===== src/shared/csd_pkg.sv =====
// Shared constants and types for the processor-code I/O decoder
package csd_pkg;

   // Instruction word, bit 0 of the manual is the MSB here
   typedef struct packed {
      logic [2:0] cls;   // Instruction class
      logic [1:0] ac;    // Accumulator select
      logic [2:0] op;    // Transfer opcode
      logic [1:0] ctrl;  // Control pulse or skip select
      logic [5:0] dev;   // Device select
   } csd_instr_t;

   // Sequencer states
   typedef enum logic [1:0] {CSD_IDLE, CSD_XFER, CSD_CTRL, CSD_HALT} csd_state_t;

   // Field codes
   localparam logic [2:0] IO_CLASS = 3'h3;
   localparam logic [5:0] CPU_CODE = 6'h3f;
   localparam logic [2:0] OP_NONE = 3'h0;
   localparam logic [2:0] OP_RDA = 3'h1;
   localparam logic [2:0] OP_WRA = 3'h2;
   localparam logic [2:0] OP_RDB = 3'h3;
   localparam logic [2:0] OP_WRB = 3'h4;
   localparam logic [2:0] OP_RDC = 3'h5;
   localparam logic [2:0] OP_WRC = 3'h6;
   localparam logic [2:0] OP_SKIP = 3'h7;
   localparam logic [1:0] CT_NONE = 2'h0;
   localparam logic [1:0] CT_START = 2'h1;
   localparam logic [1:0] CT_CLEAR = 2'h2;
   localparam logic [1:0] CT_PULSE = 2'h3;

   // Register map, byte addresses
   localparam logic [3:0] REG_STATUS = 4'h0;
   localparam logic [3:0] REG_MASK = 4'h4;
   localparam logic [3:0] REG_STATE = 4'h8;
   localparam logic [3:0] REG_CTRL = 4'hc;

   // Status and mask bit positions
   localparam int EV_HALT = 0;
   localparam int EV_GLOBAL_IO_RESET_OP = 1;
   localparam int EV_PFAIL = 2;
   localparam int EV_MASKO = 3;
   localparam int EV_COUNT = 4;

   // Control register bits
   localparam int CT_PFCLR = 0;
   localparam int CT_RESTART = 1;

   // Reset values
   localparam logic [EV_COUNT-1:0] STATUS_RST = 4'h0;
   localparam logic [EV_COUNT-1:0] MASK_RST = 4'h0;

   // Pin synchroniser width: switches, power fail, restart
   localparam int PIN_W = 18;
   localparam int PIN_PF = 16;
   localparam int PIN_RS = 17;

endpackage


===== src/verilog/csd_decoder.sv =====
// Processor-code (device 77) I/O instruction decoder and executor
`timescale 1ns/1ps
`default_nettype none

module csd_decoder (
   // Clock and reset
   input wire logic mclk,
   input wire logic rst,
   // Instruction issue from the processor core
   input wire logic exec,
   input wire csd_pkg::csd_instr_t instr,
   input wire logic [15:0] acSel,
   input wire logic [15:0] acZero,
   input wire logic instrDone,
   output logic busy,
   output logic doneStrobe,
   // Accumulator write-back and skip result
   output logic acWrite,
   output logic [1:0] acWriteIdx,
   output logic [15:0] acWriteData,
   output logic skipValid,
   output logic skipTaken,
   // Peripheral I/O bus side
   input wire logic [5:0] ackCode,
   output logic maskStrobe,
   output logic [15:0] maskData,
   output logic ioResetPulse,
   // Front pins
   input wire logic [15:0] switchesPin,
   input wire logic powerFailPin,
   input wire logic restartPin,
   // Processor state
   output logic ionFlag,
   output logic intAllowed,
   output logic pfFlag,
   output logic pfIrq,
   output logic mode64k,
   output logic halted,
   // Register port
   input wire logic [3:0] regAddr,
   input wire logic [31:0] regWdata,
   input wire logic regWr,
   input wire logic regRd,
   output logic [31:0] regRdata,
   output logic irq
);
   import csd_pkg::*;

   // Settle a vector: take the new value only where stages two and three agree
   function automatic logic [PIN_W-1:0] settle(input logic [PIN_W-1:0] s2,
                                               input logic [PIN_W-1:0] s3,
                                               input logic [PIN_W-1:0] old);
      logic [PIN_W-1:0] diff;
      diff = s2 ^ s3;
      settle = (s3 & ~diff) | (old & diff);
   endfunction

   csd_state_t state; // Sequencer state
   csd_instr_t cur; // Latched instruction
   logic [PIN_W-1:0] pinS1, pinS2, pinS3, pinFilt; // Pin synchroniser
   logic pfLast, rsLast; // Edge history of settled pins
   logic ionHold; // Blocks interrupts for one instruction
   logic [EV_COUNT-1:0] status; // Sticky events
   logic [EV_COUNT-1:0] mask; // Interrupt mask

   // Decode of the incoming word
   wire isIo = (instr.cls == IO_CLASS);
   wire isCpu = isIo && (instr.dev == CPU_CODE);
   wire take = exec && (state == CSD_IDLE) && isCpu;

   // Decode of the latched word
   wire isSkip = (cur.op == OP_SKIP);
   wire ctlStart = !isSkip && (cur.ctrl == CT_START);
   wire ctlClear = !isSkip && (cur.ctrl == CT_CLEAR);
   wire ctlPulse = !isSkip && (cur.ctrl == CT_PULSE);
   wire modeSel = (cur.op == OP_NONE) && ctlPulse;
   wire global_io_reset_op = (cur.op == OP_RDC);
   wire haltOp = (cur.op == OP_WRC);
   wire loadAc = (cur.op == OP_RDA) || (cur.op == OP_RDB);

   // Settled pins
   wire [15:0] swFilt = pinFilt[15:0];
   wire pfFilt = pinFilt[PIN_PF];
   wire rsFilt = pinFilt[PIN_RS];
   wire pfRise = pfFilt && !pfLast;
   wire restartEv = (rsFilt && !rsLast) ||
                    (regWr && regAddr == REG_CTRL && regWdata[CT_RESTART]);

   // Skip condition per control select
   logic skipCond;
   always_comb begin
      case (cur.ctrl)
         CT_NONE: skipCond = ionFlag;
         CT_START: skipCond = !ionFlag;
         CT_CLEAR: skipCond = pfFlag;
         default: skipCond = !pfFlag;
      endcase
   end

   // Data chosen for the accumulator load
   wire [15:0] loadData = (cur.op == OP_RDA) ? swFilt : {10'h0, ackCode};

   // Register write decode
   wire wrStatus = regWr && (regAddr == REG_STATUS);
   wire wrMask = regWr && (regAddr == REG_MASK);
   wire pfClr = regWr && (regAddr == REG_CTRL) && regWdata[CT_PFCLR];

   // Events raised this cycle
   wire [EV_COUNT-1:0] events = {maskStrobe, pfRise, ioResetPulse,
                                 (state == CSD_CTRL) && haltOp};

   // Read mux, unmapped read_switches_op give zero
   wire [31:0] rdVal = (regAddr == REG_STATUS) ? {28'h0, status} :
                       (regAddr == REG_MASK) ? {28'h0, mask} :
                       (regAddr == REG_STATE) ? {27'h0, halted, mode64k, pfFlag,
                                                 intAllowed, ionFlag} : 32'h0;

   // Handshake and level outputs
   assign busy = (state != CSD_IDLE);
   assign halted = (state == CSD_HALT);
   assign intAllowed = ionFlag && !ionHold;
   assign pfIrq = pfFlag && ionFlag;
   assign irq = |(status & mask);

   // Three-stage pin synchroniser; only stage two read_switches_op stage one
   always_ff @(posedge mclk or posedge rst) begin
      if (rst) begin
         pinS1 <= '0;
         pinS2 <= '0;
         pinS3 <= '0;
         pinFilt <= '0;
      end else begin
         pinS1 <= {restartPin, powerFailPin, switchesPin};
         pinS2 <= pinS1;
         pinS3 <= pinS2;
         pinFilt <= settle(pinS2, pinS3, pinFilt);
      end
   end

   // Edge history for power fail and restart
   always_ff @(posedge mclk or posedge rst) begin
      if (rst) begin
         pfLast <= 1'b0;
         rsLast <= 1'b0;
      end else begin
         pfLast <= pfFilt;
         rsLast <= rsFilt;
      end
   end

   // Sequencer: accept, transfer, control, optional halt
   always_ff @(posedge mclk or posedge rst) begin
      if (rst) begin
         state <= CSD_IDLE;
         cur <= '0;
      end else begin
         case (state)
            CSD_IDLE: begin
               if (take) begin
                  cur <= instr;
                  state <= CSD_XFER;
               end
            end
            CSD_XFER: state <= CSD_CTRL;
            CSD_CTRL: state <= haltOp ? CSD_HALT : CSD_IDLE;
            default: begin
               // Only the operator gets us out
               if (restartEv) begin
                  state <= CSD_IDLE;
               end
            end
         endcase
      end
   end

   // Transfer stage outputs: one-cycle strobes, index, data and skip result held until the next transfer
   always_ff @(posedge mclk or posedge rst) begin
      if (rst) begin
         acWrite <= 1'b0;
         acWriteIdx <= 2'h0;
         acWriteData <= 16'h0;
         maskStrobe <= 1'b0;
         maskData <= 16'h0;
         skipValid <= 1'b0;
         skipTaken <= 1'b0;
      end else begin
         acWrite <= (state == CSD_XFER) && loadAc;
         maskStrobe <= (state == CSD_XFER) && (cur.op == OP_WRB);
         skipValid <= (state == CSD_XFER) && isSkip;
         if (state == CSD_XFER) begin
            acWriteIdx <= cur.ac;
            acWriteData <= loadData;
            maskData <= acSel;
            skipTaken <= isSkip && skipCond;
         end
      end
   end

   // Control stage: pulses go out after the transfer
   always_ff @(posedge mclk or posedge rst) begin
      if (rst) begin
         ioResetPulse <= 1'b0;
         doneStrobe <= 1'b0;
      end else begin
         ioResetPulse <= (state == CSD_CTRL) && global_io_reset_op;
         doneStrobe <= (state == CSD_CTRL);
      end
   end

   // Interrupt-on flag and its one-instruction hold-off
   always_ff @(posedge mclk or posedge rst) begin
      if (rst) begin
         ionFlag <= 1'b0;
         ionHold <= 1'b0;
      end else begin
         if (state == CSD_CTRL && ctlStart) begin
            ionFlag <= 1'b1;
         end else if (state == CSD_CTRL && ctlClear) begin
            ionFlag <= 1'b0;
         end
         // Hold releases on the first completion after enabling
         if (state == CSD_CTRL && ctlStart) begin
            ionHold <= 1'b1;
         end else if (instrDone) begin
            ionHold <= 1'b0;
         end
      end
   end

   // Addressing mode; I/O reset forces the small map
   always_ff @(posedge mclk or posedge rst) begin
      if (rst) begin
         mode64k <= 1'b0;
      end else if (state == CSD_CTRL && global_io_reset_op) begin
         mode64k <= 1'b0;
      end else if (state == CSD_CTRL && modeSel) begin
         mode64k <= acZero[0];
      end
   end

   // Power-fail flag; a new failure beats a software clear
   always_ff @(posedge mclk or posedge rst) begin
      if (rst) begin
         pfFlag <= 1'b0;
      end else if (pfRise) begin
         pfFlag <= 1'b1;
      end else if (pfClr) begin
         pfFlag <= 1'b0;
      end
   end

   // Sticky status (write one to clear, set wins) and mask
   always_ff @(posedge mclk or posedge rst) begin
      if (rst) begin
         status <= STATUS_RST;
         mask <= MASK_RST;
      end else begin
         status <= (status & ~(wrStatus ? regWdata[EV_COUNT-1:0] : 4'h0)) | events;
         if (wrMask) begin
            mask <= regWdata[EV_COUNT-1:0];
         end
      end
   end

   // Read data stands only in the cycle after the strobe
   always_ff @(posedge mclk or posedge rst) begin
      if (rst) begin
         regRdata <= 32'h0;
      end else begin
         regRdata <= regRd ? rdVal : 32'h0;
      end
   end

   // Foreign device codes never start the sequencer
   a_foreign_code_ignored: assert property (@(posedge mclk) disable iff (rst)
      (state == CSD_IDLE && exec && !isCpu) |=> (state == CSD_IDLE))
      else $error("foreign device code started the sequencer");

   // Switch read lands in the accumulator
   a_switch_read_load: assert property (@(posedge mclk) disable iff (rst)
      (state == CSD_XFER && cur.op == OP_RDA) |=> (acWrite && acWriteData == $past(swFilt)))
      else $error("switch read did not load the accumulator");

   // Enabling sets the flag but holds off interrupts
   a_ion_set_hold: assert property (@(posedge mclk) disable iff (rst)
      (state == CSD_CTRL && ctlStart) |=> (ionFlag && !intAllowed))
      else $error("interrupt enable hold-off wrong");

   // Clear control drops the flag
   a_ion_clear_ctl: assert property (@(posedge mclk) disable iff (rst)
      (state == CSD_CTRL && ctlClear) |=> !ionFlag)
      else $error("clear control left interrupts on");

   // Address mode follows accumulator zero LSB
   a_mode_from_ac: assert property (@(posedge mclk) disable iff (rst)
      (state == CSD_CTRL && modeSel && !global_io_reset_op) |=> (mode64k == $past(acZero[0])))
      else $error("addressing mode not taken from accumulator zero");

   // Acknowledge returns the requesting code
   a_ack_code_load: assert property (@(posedge mclk) disable iff (rst)
      (state == CSD_XFER && cur.op == OP_RDB) |=> (acWrite && acWriteData == {10'h0, $past(ackCode)}))
      else $error("acknowledge code not returned");

   // Mask broadcast carries the accumulator
   a_mask_broadcast: assert property (@(posedge mclk) disable iff (rst)
      (state == CSD_XFER && cur.op == OP_WRB) |=> (maskStrobe && maskData == $past(acSel)))
      else $error("mask word not broadcast");

   // I/O reset comes with 32K mode and no load
   a_io_reset_mode: assert property (@(posedge mclk) disable iff (rst)
      ioResetPulse |-> (!mode64k && !acWrite && doneStrobe))
      else $error("I/O reset side effects wrong");

   // Halt persists until restart
   a_halt_persist: assert property (@(posedge mclk) disable iff (rst)
      (halted && !restartEv) |=> halted)
      else $error("left halt without restart");

   // Busy skip reflects interrupt-on
   a_skip_busy_ion: assert property (@(posedge mclk) disable iff (rst)
      (state == CSD_XFER && cur.op == OP_SKIP && cur.ctrl == CT_NONE)
      |=> (skipValid && skipTaken == $past(ionFlag)))
      else $error("busy skip does not follow interrupt-on");

   // Power-fail interrupt only while enabled
   a_pf_irq_gate: assert property (@(posedge mclk) disable iff (rst)
      pfRise |=> (pfFlag && (pfIrq == ionFlag)))
      else $error("power-fail interrupt gating wrong");

   // Channel C never moves data
   a_chan_c_quiet: assert property (@(posedge mclk) disable iff (rst)
      (state == CSD_XFER && (global_io_reset_op || haltOp)) |=> (!acWrite && !maskStrobe))
      else $error("channel C moved data");

   // Transfer precedes the control stage
   a_xfer_then_ctl: assert property (@(posedge mclk) disable iff (rst)
      (acWrite || maskStrobe) |=> (doneStrobe && !acWrite && !maskStrobe))
      else $error("control stage did not follow transfer");

endmodule
`default_nettype wire


===== config.mk =====
export PLATFORM = sky130hd
export DESIGN_NAME = csd_decoder
export DESIGN_NICKNAME = d
export VERILOG_FILES = /design/src/shared/csd_pkg.sv /design/src/verilog/csd_decoder.sv
export SDC_FILE = /design/constraint.sdc
export NUM_CORES = 1
export LEC_CHECK = 0
export BUFFER_PORTS_ARGS = -buffer_cell sky130_fd_sc_hd__buf_4
export CAP_MARGIN = 20
export CELL_PAD_IN_SITES_DETAIL_PLACEMENT = 0
export CELL_PAD_IN_SITES_GLOBAL_PLACEMENT = 1
export CORE_ASPECT_RATIO = 0.9
export CORE_MARGIN = 2
export CORE_UTILIZATION = 36
export CTS_BUF_LIST = sky130_fd_sc_hd__clkbuf_4
export CTS_CLUSTER_SIZE = 8
export DETAILED_ROUTE_END_ITERATION = 8
export GPL_TIMING_DRIVEN = 1
export PLACE_DENSITY_LB_ADDON = 0.1
export SYNTH_ARGS = -nofsm -noshare
export SYNTH_HDL_FRONTEND = slang
export SYNTH_SLANG_ARGS = --single-unit

===== constraint.sdc =====
create_clock -name mclk -period 3.9 [get_ports mclk]
set_clock_uncertainty 0.2 [all_clocks]
set_input_delay 0.195 -clock mclk [delete_from_list [all_inputs] [get_ports mclk]]
set_output_delay 0.195 -clock mclk [all_outputs]
set_load 0.02 [all_outputs]

==> flow_metrics.env, run 1 <==
export IMPL_status="complete, no violations"
export IMPL_routed_via_density=4.28
export IMPL_fmax_ghz=0.368
export IMPL_power_density_mw_per_mm2=477
export IMPL_start_kind="register"
export IMPL_drv_cap=0
export IMPL_slew_headroom=0.455
export IMPL_yosysWarnings=0
export IMPL_yosysMostFrequentCell="dfrtp_1"
export IMPL_antenna_found_initial=0
export IMPL_final_hold_violation_count=0
export IMPL_cts_max_level=4
export IMPL_ys_seq_area_frac=0.687
export IMPL_critical_path_slowest_cell="dlygate4sd3_1"
export IMPL_die_x_um=129
export IMPL_routed_via_count=3332
export IMPL_nets=692
export IMPL_root_buffer="clkbuf_4"
export IMPL_worstSetupEndpointType="register"
export IMPL_setup_viol=0
export IMPL_grt_usage=0.144
export IMPL_grt_max_degree=69
export IMPL_final_cell_area_mm2=0.00718
export IMPL_synth_distinct_cells=45
export IMPL_synth_top_area_cell="dfrtp_1"
export IMPL_layout_drive_gt1_share=0.332
export IMPL_cts_made_buffers=17
export IMPL_clk_pin_slew_ns=0.10
export IMPL_grt_overflow=0
export IMPL_synthTopCellsByArea="dfrtp_1 69%, mux2_2 6.4%, buf_4 4.0%, maj3_1 3.5%, mux2i_1 1.8%"
export IMPL_ys_seq_elements=140
export IMPL_grt_setup_unrepaired="no"
export IMPL_cpLargestDelayFamily="buffers and inverters"
export IMPL_clock_sinks=140
export IMPL_r2r_cells=6
export IMPL_synthArstFlopShare=1.00
export IMPL_holdWs_ns=0.0720
export IMPL_clk_path_buf_depth=2
export IMPL_path_class="register to register"
export IMPL_cp_depth=6
export IMPL_cts_tree="yes"
export IMPL_start_util=0.366
export IMPL_die_area_mm2=0.0151
export IMPL_fin_setup_tns_ns=0
export IMPL_cts_resized=0
export IMPL_slowest_delay_ns=0.55
export IMPL_hpwl_um=6630
export IMPL_synth_top_area_frac=0.687
export IMPL_min_path_cells=4
export IMPL_routed_wirelength_um=10300
export IMPL_required_ns=4.09
export IMPL_drv_slew=0
export IMPL_postCtsSetupBuffers=0
export IMPL_routabilityCongestion=0.786
export IMPL_netlist_instances=363
export IMPL_fin_crit_sh=0.697
export IMPL_synth_edf_count=0
export IMPL_ir_drop_uv=299
export IMPL_worstMarginPinSlew_ns=0.813
export IMPL_io_buffer_count=123
export IMPL_clock_latency_ns=0.51
export IMPL_synth_flop_cell="dfrtp_1"
export IMPL_fp_dieH_um=117
export IMPL_syn_area_per_cell_um2=14.1
export IMPL_power_total_uw=3430
export IMPL_pin_count=194
export IMPL_drt_iter0_markers=164
export IMPL_crit_arrival_ns=2.91
export IMPL_leakage_uw=0.00343
export IMPL_coreArea_mm2=0.0140
export IMPL_crit_chain="inv_1 -> ha_1 -> nand4b_1 -> nor3_4 -> mux2_2 -> dlygate4sd3_1"
export IMPL_path_buf_inv=2
export IMPL_hp_class="input pin to register"
export IMPL_finalCriticalPeriod_ns=2.72
export IMPL_place_area_mm2=0.00615
export IMPL_synth_cell_area_mm2=0.00510
export IMPL_worstPathMaxFanout=10
export IMPL_grt_pass1_wl_um=16600
export IMPL_antennaDiodeCount=0
export IMPL_detail_route_antenna_nets=0
export IMPL_routedWlPerCell_um=13.2
export IMPL_grt_pass1_vias=3416
export IMPL_postCtsHoldBufs=74
export IMPL_yosys_top_cells_count="140 x dfrtp_1, 29 x mux2_2, 27 x buf_4"
export IMPL_post_route_drc_count=0
export IMPL_num_rows=41
export IMPL_first_pass_iters=6
export IMPL_syn_to_final_growth_pct=40.8
per-stage QoR:
step,util,setup slack [ns],std cells
global route,0.515,1.01,778
floorplan,-,1.76,389
global placement,0.441,1.72,673
finish,0.515,1.18,778
CTS,0.514,1.14,777
detailed placement,0.441,1.69,673
where the power goes:
part	switching, µW	internal (µW)
Sequential	101	1630
Clock	480	471
Combinational	373	375
path summary, 6_finish.rpt:
| path | startpoint | endpoint | slack (ns) |
|---|---|---|---|
| max | state[1] | cur[8] | 1.18 |
| max in group asynchronous | rst | cur[9] | 1.91 |
| min reg2reg | pinS1[11] | pinS2[11] | 0.16 |
| max reg2reg | state[1] | cur[8] | 1.18 |
| min | instr[3] | cur[9] | 0.07 |
| min in group asynchronous | rst | acWriteData[15] | 0.55 |
routing by layer:
metal | global-route usage | wire length [µm] | vias up
li1 | - | - | 1603
met1 | 0.191 | 4700 | 1612
met2 | 0.220 | 4870 | 106
met3 | 0.0500 | 572 | 11
met4 | 0.0602 | 125 | 0
met5 | 0 | 0 | -
area by class of cell:
cell class                 instances  area, µm²
fill                            1246       6770
sequential                       140       3500
timing repair buffer             201       1700
multi-input combinational        194       1380
tap                              193        241
clock buffer                      22        165
clock inverter                     8        120
inverter                          20       78.8
worst reg2reg max path, cell delays in order (launching register included):
cell and delay [ns]:
dfrtp_1 0.44, inv_1 0.14, ha_1 0.21, nand4b_1 0.16, nor3_4 0.51, mux2_2 0.39
dlygate4sd3_1 0.55
layout by cell type (no fill, tap or decap), types with 2 or more instances in the layout:
cell type,n
dfrtp_1,140
buf_4,126
dlygate4sd3_1,75
mux2_2,29
conb_1,27
nand2_1,23
clkbuf_4,22
inv_1,19
maj3_1,18
nor2_1,15
o21ai_0,12
a21oi_1,11
mux2i_1,9
nand3_1,6
a21o_1,4
nand4b_1,3
nor3_1,3
ha_1,3
bufinv_16,3
o2bb2ai_1,2
o221a_2,2
a22oi_1,2
clkinvlp_4,2
o22ai_1,2
clkinv_2,2
logic make-up after synthesis:
group,share of synthesized area
buffers and inverters,0.0628
muxes,0.0817
AOI/OAI and AO/OA,0.0513
xor gates and xnor gates,0.00172
DFF,0.687
adders and majority gates,0.0451
and+or+nand+nor,0.0701
other,0.000735
No activity file was read; power rests on OpenSTA's default activity.
==> inputs of run 2 (changes only) <==
- clock period: 3.9 -> 2.4 ns (I/O delays scaled with it)
==> run 2 against run 1 <==
  * Global-route usage is 0.31 points lower
  * Die area stayed put
  * Worst setup slack lost 1.1 ns
  * Clock-buffer cell count shrank 1
  * Total power is 62% higher
  * Register-to-register slack got worse by 0.82 ns
  * Sequential share of layout area shrank 0.42 points
  * Sequential power grew 62%
  * Utilization grew 0.45 points
  * Clock power grew 59%
  * Critical path type is now input pin to register
  * Largest cell class unchanged
==> flow_metrics.env, run 2 (synthesis gave the netlist of run 1 again) <==
export IMPL_status="complete, no violations"
export IMPL_fin_setup_tns_ns=0
export IMPL_worstHoldStart="switchesPin[14]"
export IMPL_syn_to_final_growth_pct=42.0
export IMPL_hp_class="input pin to register"
export IMPL_holdWs_ns=0.0473
export IMPL_final_cell_mix="140 x dfrtp_1, 128 x buf_4, 78 x dlygate4sd3_1"
export IMPL_crit_arrival_ns=2.56
export IMPL_ir_drop_uv=493
export IMPL_postCtsSetupBuffers=0
export IMPL_final_common_cell="dfrtp_1"
export IMPL_first_pass_iters=4
export IMPL_dp_slack_ns=0.374
export IMPL_die_area_mm2=0.0151
export IMPL_r2r_end="state[0]"
export IMPL_finalCriticalPeriod_ns=2.31
export IMPL_grt_pass1_wl_um=16300
export IMPL_worstMarginPinSlew_ns=0.749
export IMPL_worstPathMaxFanout=5
export IMPL_grt_max_degree=141
export IMPL_io_buffer_count=123
export IMPL_layout_drive_gt1_share=0.336
export IMPL_routedWlPerCell_um=13.2
export IMPL_start_kind="input pin"
export IMPL_timing_rr_start="state[0]"
export IMPL_drt_iter0_markers=133
export IMPL_fin_crit_sh=0.963
export IMPL_routed_via_count=3347
export IMPL_nets=698
export IMPL_worstSetupEndpointType="register"
export IMPL_detail_route_antenna_nets=0
export IMPL_grt_setup_unrepaired="no"
export IMPL_start_util=0.366
export IMPL_setup_viol=0
export IMPL_routabilityCongestion=0.777
export IMPL_pin_count=194
export IMPL_hpwl_um=6670
export IMPL_clk_path_buf_depth=2
export IMPL_n_fill_cell=1245
export IMPL_die_x_um=129
export IMPL_setup_slack_ns=0.0886
export IMPL_clock_latency_ns=0.51
export IMPL_fp_dieH_um=117
export IMPL_clk_pin_slew_ns=0.11
export IMPL_drv_cap=0
export IMPL_post_route_drc_count=0
export IMPL_grt_usage=0.141
export IMPL_r2r_cells=7
export IMPL_clock_sinks=140
export IMPL_num_rows=41
export IMPL_coreArea_mm2=0.0140
export IMPL_required_ns=2.65
export IMPL_routed_wirelength_um=10300
export IMPL_min_path_cells=2
export IMPL_r2r_slack_ns=0.36
export IMPL_cts_tree="yes"
export IMPL_antennaDiodeCount=0
export IMPL_grt_overflow=0
export IMPL_power_density_mw_per_mm2=766
export IMPL_cts_max_level=4
export IMPL_final_hold_violation_count=0
export IMPL_grt_pass1_vias=3373
export IMPL_cts_made_buffers=17
export IMPL_root_buffer="clkbuf_4"
export IMPL_hold_path_end="pinS1[14]"
export IMPL_fmax_ghz=0.433
export IMPL_leakage_uw=0.00345
export IMPL_routed_via_density=4.27
export IMPL_drv_slew=0
export IMPL_antenna_found_initial=0
export IMPL_slew_headroom=0.501
export IMPL_path_class="input pin to register"
export IMPL_regArea_mm2=0.00350
export IMPL_multi_input_area_mm2=0.00138
run 2: changes by cell type in the layout (fill, tap and decap cells not counted), sizes merged:
cell	change
buf	+3
dlygate4sd3	+3
clkbuf	-1
run 2: cell type report:
type / instances / area share
clock inverter: 8 / 0.0167
clock buffer: 21 / 0.0218
inverter: 20 / 0.0109
sequential: 140 / 0.483
tap: 193 / 0.0333
multi-input combinational: 194 / 0.191
timing repair buffer: 207 / 0.243
run 2: per-layer routing:
metal	GRT usage	vias up	routed length (µm)
li1	-	1618	-
met5	0	-	0
met1	0.178	1631	4630
met3	0.0500	7	589
met4	0.0452	0	98
met2	0.231	91	5030
run 2: stage by stage:
stage,cell area [µm²],utilization,total power [µW],instances
6_report,7250,0.519,5550,783
5_1_grt,7250,0.519,5880,783
4_1_cts,7200,0.516,5630,779
3_5_place_dp,6180,0.443,3980,676
3_3_place_gp,6180,0.443,3960,676
2_1_floorplan,5200,-,3490,389
run 2: how the worst max path moves through the flow:
stage	start	endpoint	slack, ns
detailed placement	state[1]	state[0]	0.37
finish	regAddr[1]	regRdata[0]	0.09
CTS	regAddr[1]	regRdata[0]	0.13
floorplan	rst	asynchronous set/reset pin	0.33
global placement	state[0]	cur[12]	0.40
global route	regAddr[1]	regRdata[0]	0.04
run 2: critical path, stage by stage:
cell	delay (ns)
dlygate4sd3_1	0.54
buf_4	0.14
nor2_1	0.15
dlygate4sd3_1	0.64
nand2_2	0.12
a2111oi_1	0.26
dlygate4sd3_1	0.59
run 2: power by group:
| group | switching (µW) | total (µW) | internal [µW] | leakage [µW] |
|---|---|---|---|---|
| sequential | 161 | 2810 | 2650 | 0.00172 |
| clock | 762 | 1510 | 749 | 0.000155 |
| combinational | 614 | 1230 | 619 | 0.00158 |
run 2: what timing repair did:
action                                  4_1_cts  5_1_grt
hold buffers                                 74        4
endpoints found under the setup margin        0        1
hold endpoints to repair                    205        4
gates resized for setup                       0        2
